File: src/core/scfg_pkg.sv
// Constants and types for the system configuration register block
package scfg_pkg;
    // Register map
    localparam logic [15:0] SYSCFG_ADDR = 16'hFF12;
    localparam logic [15:0] STATUS_ADDR = 16'hFF14;
    localparam logic [15:0] SYSCFG_RESET = 16'h0000;
    // Strap positions on the configuration port
    localparam int STRAP_BYTE_HIGH_DISABLE_POS = 7;
    localparam int STRAP_WRITE_STROBE_CONFIG_POS = 8;
    // Status register bit positions
    localparam int STAT_FROZEN_POS = 0;
    localparam int STAT_PDOWN_POS = 1;
    localparam int STAT_PLLCLK_POS = 2;
    localparam int STAT_RSTDRV_POS = 3;
    // Timing
    localparam int CLK_PERIOD_NS = 20;
    localparam int RST_DRIVE_PHASES = 1024;
    localparam int PHASES_PER_CYCLE = 2;
    localparam int RST_DRIVE_CYCLES = RST_DRIVE_PHASES / PHASES_PER_CYCLE;
    localparam int OSC_IDLE_NS = 1000;
    localparam int OSC_IDLE_CYCLES = (OSC_IDLE_NS + CLK_PERIOD_NS - 1) / CLK_PERIOD_NS;
    localparam int CS_LATCH_PHASES = 1;
    localparam int CS_LATCH_CYCLES =
        (CS_LATCH_PHASES + PHASES_PER_CYCLE - 1) / PHASES_PER_CYCLE;
    localparam int RST_CNT_W = 10;
    localparam int OSC_CNT_W = 7;

    typedef struct packed {
        logic [2:0] stack_size_field;
        logic rom_segment_map;
        logic segmentation_disable;
        logic internal_rom_enable;
        logic byte_high_disable;
        logic clock_output_enable;
        logic write_strobe_config;
        logic chip_select_config;
        logic powerdown_config;
        logic osc_watchdog_disable;
        logic bidir_reset_enable;
        logic ext_periph_enable;
        logic visible_mode;
        logic periph_sharing;
    } scfg_fields_type;

    typedef struct packed {
        logic [15:0] addr;
        logic [15:0] wdata;
        logic wr;
        logic rd;
    } scfg_req_type;

    typedef enum logic {RP_IDLE, RP_DRIVE} scfg_rpin_type;
    typedef enum logic {PD_RUN, PD_DOWN} scfg_pd_type;
endpackage : scfg_pkg

File: src/core/scfg_top.sv
// System configuration register with its clock, reset pin, power and chip select controls
//
// Notes on behaviour
// - 16-bit register, stack size in bits 15:13
// - Reset value zero except the strap bits sampled from pins
// - ROM, byte-high, write bits loaded from straps
// - Writes ignored after end-of-init instruction
// - Extension peripherals disabled while enable bit 0
// - Extension peripherals enabled while enable bit 1
// - Reset pin input only when bidir bit 0
// - Bidir bit 1: pin low 1024 phases
// - Watchdog on, PLL bypassed: dead crystal switches to PLL
// - Watchdog off, PLL bypassed: crystal clock, PLL turned off
// - Config 0: power-down entry only with NMI low
// - Config 0: power-down left only by reset
// - Config 1: entry needs all enabled interrupts inactive
// - Config 1: any enabled interrupt exits power-down
// - Config 0: chip selects one cycle (two phases) after ALE rise
// - Config 1: chip selects update with ALE rise
`timescale 1ns/1ps
module scfg_top #(
    parameter int NUM_CS = 5,
    parameter int NUM_FIRQ = 4
) (
    input wire logic clk_sys,
    input wire logic srst,
    input wire scfg_pkg::scfg_req_type reg_req,
    output logic [15:0] reg_rdata,
    input wire logic end_of_init_instruction,
    input wire logic [15:0] config_port_pins,
    input wire logic external_access_pin,
    input wire logic internal_reset_req,
    input wire logic reset_input_pin_i,
    output logic reset_input_pin_o,
    output logic reset_input_pin_oe,
    input wire logic crystal_input,
    input wire logic pll_bypass,
    output logic pll_enable,
    output logic clk_select_pll,
    input wire logic powerdown_instruction,
    input wire logic nmi_pin_n,
    input wire logic [NUM_FIRQ-1:0] fast_ext_irq_pins,
    input wire logic [NUM_FIRQ-1:0] fast_irq_enable,
    input wire logic [NUM_FIRQ-1:0] fast_irq_active_high,
    output logic powerdown,
    output logic ext_periph_enable,
    output logic periph_sharing,
    input wire logic ale,
    input wire logic [NUM_CS-1:0] cs_next,
    output logic [NUM_CS-1:0] chip_select_outputs
);
    // Two-stage synchronisers for pin inputs
    logic [15:0] strap_s1_q;
    logic [15:0] strap_s2_q;
    logic ea_s1_q;
    logic ea_s2_q;
    logic rpin_s1_q;
    logic rpin_s2_q;
    logic xtal_s1_q;
    logic xtal_s2_q;
    logic xtal_s3_q;
    logic nmi_s1_q;
    logic nmi_s2_q;
    logic [NUM_FIRQ-1:0] firq_s1_q;
    logic [NUM_FIRQ-1:0] firq_s2_q;

    always_ff @(posedge clk_sys)
    begin
        strap_s1_q <= config_port_pins;
        strap_s2_q <= strap_s1_q;
        ea_s1_q <= external_access_pin;
        ea_s2_q <= ea_s1_q;
        rpin_s1_q <= reset_input_pin_i;
        rpin_s2_q <= rpin_s1_q;
        xtal_s1_q <= crystal_input;
        xtal_s2_q <= xtal_s1_q;
        xtal_s3_q <= xtal_s2_q;
        nmi_s1_q <= nmi_pin_n;
        nmi_s2_q <= nmi_s1_q;
        firq_s1_q <= fast_ext_irq_pins;
        firq_s2_q <= firq_s1_q;
    end

    // Configuration register and freeze
    scfg_pkg::scfg_fields_type cfg_q;
    scfg_pkg::scfg_fields_type cfg_d;
    logic frozen_q;
    logic strap_pending_q;
    logic [15:0] status_word;
    logic [15:0] rdata_d;
    wire sel_cfg = reg_req.addr == scfg_pkg::SYSCFG_ADDR;
    wire sel_stat = reg_req.addr == scfg_pkg::STATUS_ADDR;
    wire cfg_write = reg_req.wr && sel_cfg && !frozen_q;

    always_comb
    begin
        cfg_d = cfg_q;
        if (cfg_write)
        begin
            cfg_d = scfg_pkg::scfg_fields_type'(reg_req.wdata);
        end
        if (strap_pending_q)
        begin
            cfg_d.internal_rom_enable = ea_s2_q;
            cfg_d.byte_high_disable = strap_s2_q[scfg_pkg::STRAP_BYTE_HIGH_DISABLE_POS];
            cfg_d.write_strobe_config = !strap_s2_q[scfg_pkg::STRAP_WRITE_STROBE_CONFIG_POS];
        end
    end

    always_ff @(posedge clk_sys)
    begin
        if (srst)
        begin
            cfg_q <= scfg_pkg::scfg_fields_type'(scfg_pkg::SYSCFG_RESET);
            frozen_q <= 1'b0;
            strap_pending_q <= 1'b1;
        end
        else
        begin
            cfg_q <= cfg_d;
            frozen_q <= frozen_q || end_of_init_instruction;
            strap_pending_q <= 1'b0;
        end
    end

    // Reset pin driver
    scfg_pkg::scfg_rpin_type rpin_state_q;
    logic [scfg_pkg::RST_CNT_W-1:0] rpin_cnt_q;
    localparam logic [scfg_pkg::RST_CNT_W-1:0] RPIN_LAST =
        scfg_pkg::RST_CNT_W'(scfg_pkg::RST_DRIVE_CYCLES - 1);
    wire rpin_start = internal_reset_req && cfg_q.bidir_reset_enable;

    always_ff @(posedge clk_sys)
    begin
        if (srst)
        begin
            rpin_state_q <= scfg_pkg::RP_IDLE;
            rpin_cnt_q <= '0;
        end
        else
        begin
            unique case (rpin_state_q)
                scfg_pkg::RP_IDLE:
                begin
                    rpin_cnt_q <= '0;
                    if (rpin_start)
                    begin
                        rpin_state_q <= scfg_pkg::RP_DRIVE;
                    end
                end
                scfg_pkg::RP_DRIVE:
                begin
                    rpin_cnt_q <= rpin_cnt_q + 1'b1;
                    if (rpin_cnt_q == RPIN_LAST)
                    begin
                        rpin_state_q <= scfg_pkg::RP_IDLE;
                    end
                end
            endcase
        end
    end

    // Oscillator monitor
    logic [scfg_pkg::OSC_CNT_W-1:0] osc_cnt_q;
    logic osc_fail_q;
    localparam logic [scfg_pkg::OSC_CNT_W-1:0] OSC_LIMIT =
        scfg_pkg::OSC_CNT_W'(scfg_pkg::OSC_IDLE_CYCLES);
    wire xtal_edge = xtal_s2_q != xtal_s3_q;
    wire osc_watch = pll_bypass && !cfg_q.osc_watchdog_disable;
    wire osc_dead = osc_cnt_q == OSC_LIMIT;

    always_ff @(posedge clk_sys)
    begin
        if (srst || xtal_edge || !osc_watch)
        begin
            osc_cnt_q <= '0;
        end
        else if (!osc_dead)
        begin
            osc_cnt_q <= osc_cnt_q + 1'b1;
        end
        if (srst)
        begin
            osc_fail_q <= 1'b0;
        end
        else if (osc_watch && osc_dead)
        begin
            osc_fail_q <= 1'b1;
        end
    end

    // Power-down control
    scfg_pkg::scfg_pd_type pd_state_q;
    wire [NUM_FIRQ-1:0] firq_active =
        fast_irq_enable & ~(firq_s2_q ^ fast_irq_active_high);
    wire any_firq = |firq_active;
    wire pd_allowed = cfg_q.powerdown_config ? !any_firq : !nmi_s2_q;

    always_ff @(posedge clk_sys)
    begin
        if (srst)
        begin
            pd_state_q <= scfg_pkg::PD_RUN;
        end
        else
        begin
            unique case (pd_state_q)
                scfg_pkg::PD_RUN:
                begin
                    if (powerdown_instruction && pd_allowed)
                    begin
                        pd_state_q <= scfg_pkg::PD_DOWN;
                    end
                end
                scfg_pkg::PD_DOWN:
                begin
                    if (cfg_q.powerdown_config && any_firq)
                    begin
                        pd_state_q <= scfg_pkg::PD_RUN;
                    end
                end
            endcase
        end
    end

    // Chip select timing
    logic ale_q;
    logic [NUM_CS-1:0] cs_hold_q;
    logic cs_late_q;
    wire ale_rise = ale && !ale_q;

    always_ff @(posedge clk_sys)
    begin
        if (srst)
        begin
            ale_q <= 1'b0;
            cs_hold_q <= '0;
            cs_late_q <= 1'b0;
            chip_select_outputs <= '0;
        end
        else
        begin
            ale_q <= ale;
            cs_late_q <= ale_rise && !cfg_q.chip_select_config;
            if (ale_rise)
            begin
                cs_hold_q <= cs_next;
            end
            if (ale_rise && cfg_q.chip_select_config)
            begin
                chip_select_outputs <= cs_next;
            end
            else if (cs_late_q)
            begin
                chip_select_outputs <= cs_hold_q;
            end
        end
    end

    // Register read port and flopped outputs
    assign status_word = {12'h000, rpin_state_q == scfg_pkg::RP_DRIVE, clk_select_pll,
        pd_state_q == scfg_pkg::PD_DOWN, frozen_q};
    assign rdata_d = !reg_req.rd ? 16'h0000 : sel_cfg ? 16'(cfg_q) :
        sel_stat ? status_word : 16'h0000;

    always_ff @(posedge clk_sys)
    begin
        if (srst)
        begin
            reg_rdata <= 16'h0000;
            reset_input_pin_o <= 1'b0;
            reset_input_pin_oe <= 1'b0;
            pll_enable <= 1'b1;
            clk_select_pll <= 1'b0;
            powerdown <= 1'b0;
            ext_periph_enable <= 1'b0;
            periph_sharing <= 1'b0;
        end
        else
        begin
            reg_rdata <= rdata_d;
            reset_input_pin_o <= 1'b0;
            reset_input_pin_oe <= rpin_state_q == scfg_pkg::RP_DRIVE;
            pll_enable <= !(pll_bypass && cfg_q.osc_watchdog_disable);
            clk_select_pll <= osc_fail_q && !cfg_q.osc_watchdog_disable;
            powerdown <= pd_state_q == scfg_pkg::PD_DOWN;
            ext_periph_enable <= cfg_q.ext_periph_enable;
            periph_sharing <= cfg_q.periph_sharing;
        end
    end

    // Helper: length of the last reset pin drive
    logic [scfg_pkg::RST_CNT_W:0] oe_run_q;
    always_ff @(posedge clk_sys)
    begin
        if (srst || !reset_input_pin_oe)
        begin
            oe_run_q <= '0;
        end
        else
        begin
            oe_run_q <= oe_run_q + 1'b1;
        end
    end
endmodule : scfg_top

File: config.mk
export PLATFORM = sky130hd
export DESIGN_NAME = scfg_top
export DESIGN_NICKNAME = d
export VERILOG_FILES = /design/src/core/scfg_pkg.sv /design/src/core/scfg_top.sv
export SDC_FILE = /design/constraint.sdc
export NUM_CORES = 1
export LEC_CHECK = 0
export BUFFER_PORTS_ARGS = -buffer_cell sky130_fd_sc_hd__buf_2
export CAP_MARGIN = 20
export CORE_MARGIN = 2
export CORE_UTILIZATION = 30
export CTS_CLUSTER_SIZE = 24
export DETAILED_ROUTE_END_ITERATION = 16
export SYNTH_ARGS = -nofsm -noshare
export SYNTH_HDL_FRONTEND = slang
export SYNTH_SLANG_ARGS = --single-unit
File: constraint.sdc
create_clock -name clk_sys -period 3.4 [get_ports clk_sys]
set_input_delay 0.51 -clock clk_sys [delete_from_list [all_inputs] [get_ports clk_sys]]
set_output_delay 0.51 -clock clk_sys [all_outputs]
set_load 0.1 [all_outputs]
==> flow_summary_export.csv <==
group,metric,value,unit
finish,syn_to_final_growth,24.7,%
cts,cts_buffers,9,
global_route,grt_pass1_wl,11100,um
route,vias,2359,
cts,path_clk_slew,90,ps
timing,setup_viol,0,
synth,yosys_warnings,0,
die,start_util,30.5,%
worst_setup_path,criticalPathCategory,"input port to flop",
synth,synth.distinct_cells,41,
cts,cts_setup_buffers,0,
place,dp_hpwl,4790,um
die,fp.dieH,106,um
cts,clockRootBuffer,"clkbuf_8",
timing,fmaxAchievable,451,MHz
worst_setup_path,crit_chain,"buf_2 -> or4b_1 -> or4_1 -> nor4b_4 -> buf_4 -> and2_2",
power_and_ir_drop,leakagePower,0.00161,uW
synth,synthMuxAreaShare,3.21,%
global_route,grt_pass1_vias,2410,
timing,tns,0,ps
cts,clk_path_buf_depth,2,
synth,synthesis.area,0.00312,mm2
timing,drv_slew,0,
power_and_ir_drop,p_int,1470,uW
finish,drive_gt1_share,32.1,%
global_route,antenna_found_initial,0,
route,ant_nets,0,
timing,rsz0062_at_grt,"false",
synth,seq_area_frac_synth,58.3,%
timing,post-route-period-util,65.3,%
synth,synthAdderAreaFrac,1.20,%
global_route,grt_max_degree,26,
die,die_x,106,um
power_and_ir_drop,power_frac_comb,5.6,%
die,rows,37,
worst_setup_path,cp_max_fo,11,
hold_path,whs_endpoint,"firq_s1_q[2]",
finish,layout.nets,469,
worst_setup_path,start_kind,"input port",
worst_setup_path,crit_family,"simple AND/OR/NAND/NOR gates",
synth,avgSynthCellArea,10.4,um2
worst_setup_path,rrSetupSlack,1680,ps
worst_setup_path,crit_path_max_incr_delay,550,ps
route,routed_via_density,4.46,
place,gp_congestion,0.723,
synth,ys_ff_latch,91,
worst_setup_path,reg2reg_from,"ale_q",
worst_setup_path,arrival,2520,ps
power_and_ir_drop,power_frac_seq,57.6,%
route,drt_iter0_markers,89,
hold_path,holdCritPathClass,"input port to flop",
run,max-cap-violations,0,
timing,fin_skew,12.9,ps
worst_setup_path,end_kind,"flop",
worst_setup_path,r2r-end,"chip_select_outputs[0]",
hold_path,holdPathStages,1,
timing,relSlewSlack,51.2,%
worst_setup_path,reg2reg_depth,3,
timing,finalHoldViolCount,0,
power_and_ir_drop,p_clk_share,36.8,%
route,dr.pass1.iters,4,
route,drcViolationCount,0,
die,io_pins,106,
timing,worst_slew_pin_slew,730,ps
route,wirelength,6670,um
worst_setup_path,cp_slowest_cell,"or4b_1",
finish,antenna_cells,0,
cts,htree_levels,3,
synth,synth_compound_area_share,9.66,%
cts,cts_resized,0,
synth,synth_top_family_by_area,"simple AND/OR/NAND/NOR gates",
cts,cts_tree,"built",
die,dieArea,0.0112,mm2
synth,synth_fp_nets,381,
synth,synthFlopType,"dfxtp_1",
global_route,grtUsageTotal,12.5,%
worst_setup_path,required,3710,ps
finish,nFillCells,1049,
power_and_ir_drop,p_sw_share,23.3,%
power_and_ir_drop,p_per_area,491,mW/mm2
timing,period_minus_slack,2220,ps
power_and_ir_drop,p_switching,445,uW
synth,async_reset_ff_share,0,%
place,numPortBuffers,89,
route,avgRoutedWirePerCell,12.6,um
cts,clkLatencyLatePin,350,ps
cts,ctsHoldBuffers,0,
synth,synth_edf_count,0,
synth,synth_simple_gate_area_share,19.4,%
global_route,gr-total-overflow,0,
cts,cts_num_sinks,91,
synth,syn-instance-count,300,
synth,synth_xor_xnor_area_share,5.05,%
power_and_ir_drop,total_power,1910,uW
status,status,"complete, no violations",
worst_setup_path,critPathBufInv,2,
hold_path,hp-start,"fast_ext_irq_pins[2]",
die,coreArea,0.0102,mm2
power_and_ir_drop,peakVddDrop,0.186,mV
==> layer usage <==
metal / track usage, % / share of wire [%] / vias up
li1: - / - / 1208
met3: 4.23 / 6.8 / 6
met4: 4.79 / 1.2 / 0
met2: 20.1 / 47 / 62
met5: 0 / 0 / -
met1: 15.5 / 45 / 1083
==> flip-flops by register name, summed over array words and instances, names as in the netlist, 2 cells and up <==
register,flops
cfg_q,16
chip_select_outputs,5
cs_hold_q,5
firq_s1_q,4
firq_s2_q,4
osc_cnt_q,7
reg_rdata,16
rpin_cnt_q,10
strap_s1_q,2
strap_s2_q,2
==> cell type report <==
cell class              instances  area (um2)  area share (%)
flip-flops and latches         91        1820            46.8
multi-input cells             188        1210            31.1
repair buffers                 93         475            12.2
well taps                     136         170            4.37
clock buffers                  12         165            4.24
clock inverters                 4        31.3           0.803
inverters                       5        18.8           0.482
==> synthesized netlist by cell type, drive strengths merged, types with 2 or more instances <==
cell | number | area [um2]
a211oi | 10 | 75.1
a21oi | 17 | 85.1
a22o | 4 | 40.0
a22oi | 2 | 15.0
and2 | 13 | 92.6
and4 | 2 | 17.5
buf | 6 | 38.8
clkbuf | 10 | 37.5
dfxtp | 91 | 1820
ha | 3 | 37.5
inv | 5 | 18.8
mux2i | 10 | 100
nand2 | 7 | 26.3
nand2b | 4 | 25.0
nand3 | 19 | 95.1
nand4 | 4 | 25.0
nor2 | 30 | 113
nor2b | 7 | 43.8
nor3 | 4 | 20.0
nor4 | 7 | 50.1
nor4b | 2 | 32.5
o21ai | 14 | 70.1
xnor2 | 12 | 105
xor2 | 6 | 52.6
==> power groups by stage <==
stage               combinational [uW]  sequential [uW]  clock, uW
floorplan                         50.5             1130          0
global placement                   108             1130          0
detailed placement                 109             1130          0
CTS                                110             1100        733
global route                       119             1110        774
finish                             108             1100        703
==> layout by cell type, fill, tap and decap left out, types with 5 or more instances in the layout <==
master / instances
xor2_1: 6
xnor2_1: 12
nor2b_1: 7
nand3_1: 19
nor2_1: 30
dfxtp_1: 91
and2_2: 9
inv_1: 5
a211oi_1: 10
a21oi_1: 17
nor4_1: 5
clkbuf_8: 12
mux2i_1: 10
nand2_1: 7
buf_2: 89
o21ai_0: 14
==> worst reg2reg max path, stage by stage (launching register included) <==
cell and delay [ps]:
dfxtp_1 300, nor2b_1 570, nand2_1 430, a211oi_1 330
==> cell families (layout without fill, tap and decap cells) <==
logic type               Yosys count  count (layout)
adder cells (fa/ha/maj)            3               3
AND/OR/NAND/NOR                  107             107
AO/OA/AOI/OAI                     49              49
multiplexers                      10              10
XOR/XNOR                          18              18
other                              1               1
buffers and inverters             21             114
flip-flops                        91              91
==> per-stage QoR <==
stage	std cells	hold slack (ps)	setup WS (ps)	area, um2	utilization [%]
final	529	250	1180	3890	38.1
after global routing	529	229	1070	3890	38.1
after floorplan	300	310	1090	3120	-
after detailed placement	513	316	782	3700	36.2
after global placement	513	313	765	3700	36.2
after CTS	529	230	1150	3890	38.1
==> worst max-delay path by stage <==
| stage | from | end | slack [ps] | cells after the start |
|---|---|---|---|---|
| final | reg_req[25] | reg_rdata[6] | 1180 | 6 |
| after global routing | reg_req[25] | reg_rdata[11] | 1070 | 6 |
| after CTS | reg_req[25] | reg_rdata[14] | 1150 | 6 |
| after detailed placement | reg_req[25] | reg_rdata[6] | 780 | 6 |
| after global placement | reg_req[25] | reg_rdata[6] | 770 | 6 |
| after floorplan | reg_req[25] | reg_rdata[10] | 1090 | 6 |
Note: power is estimated with default switching activity, not from simulation.
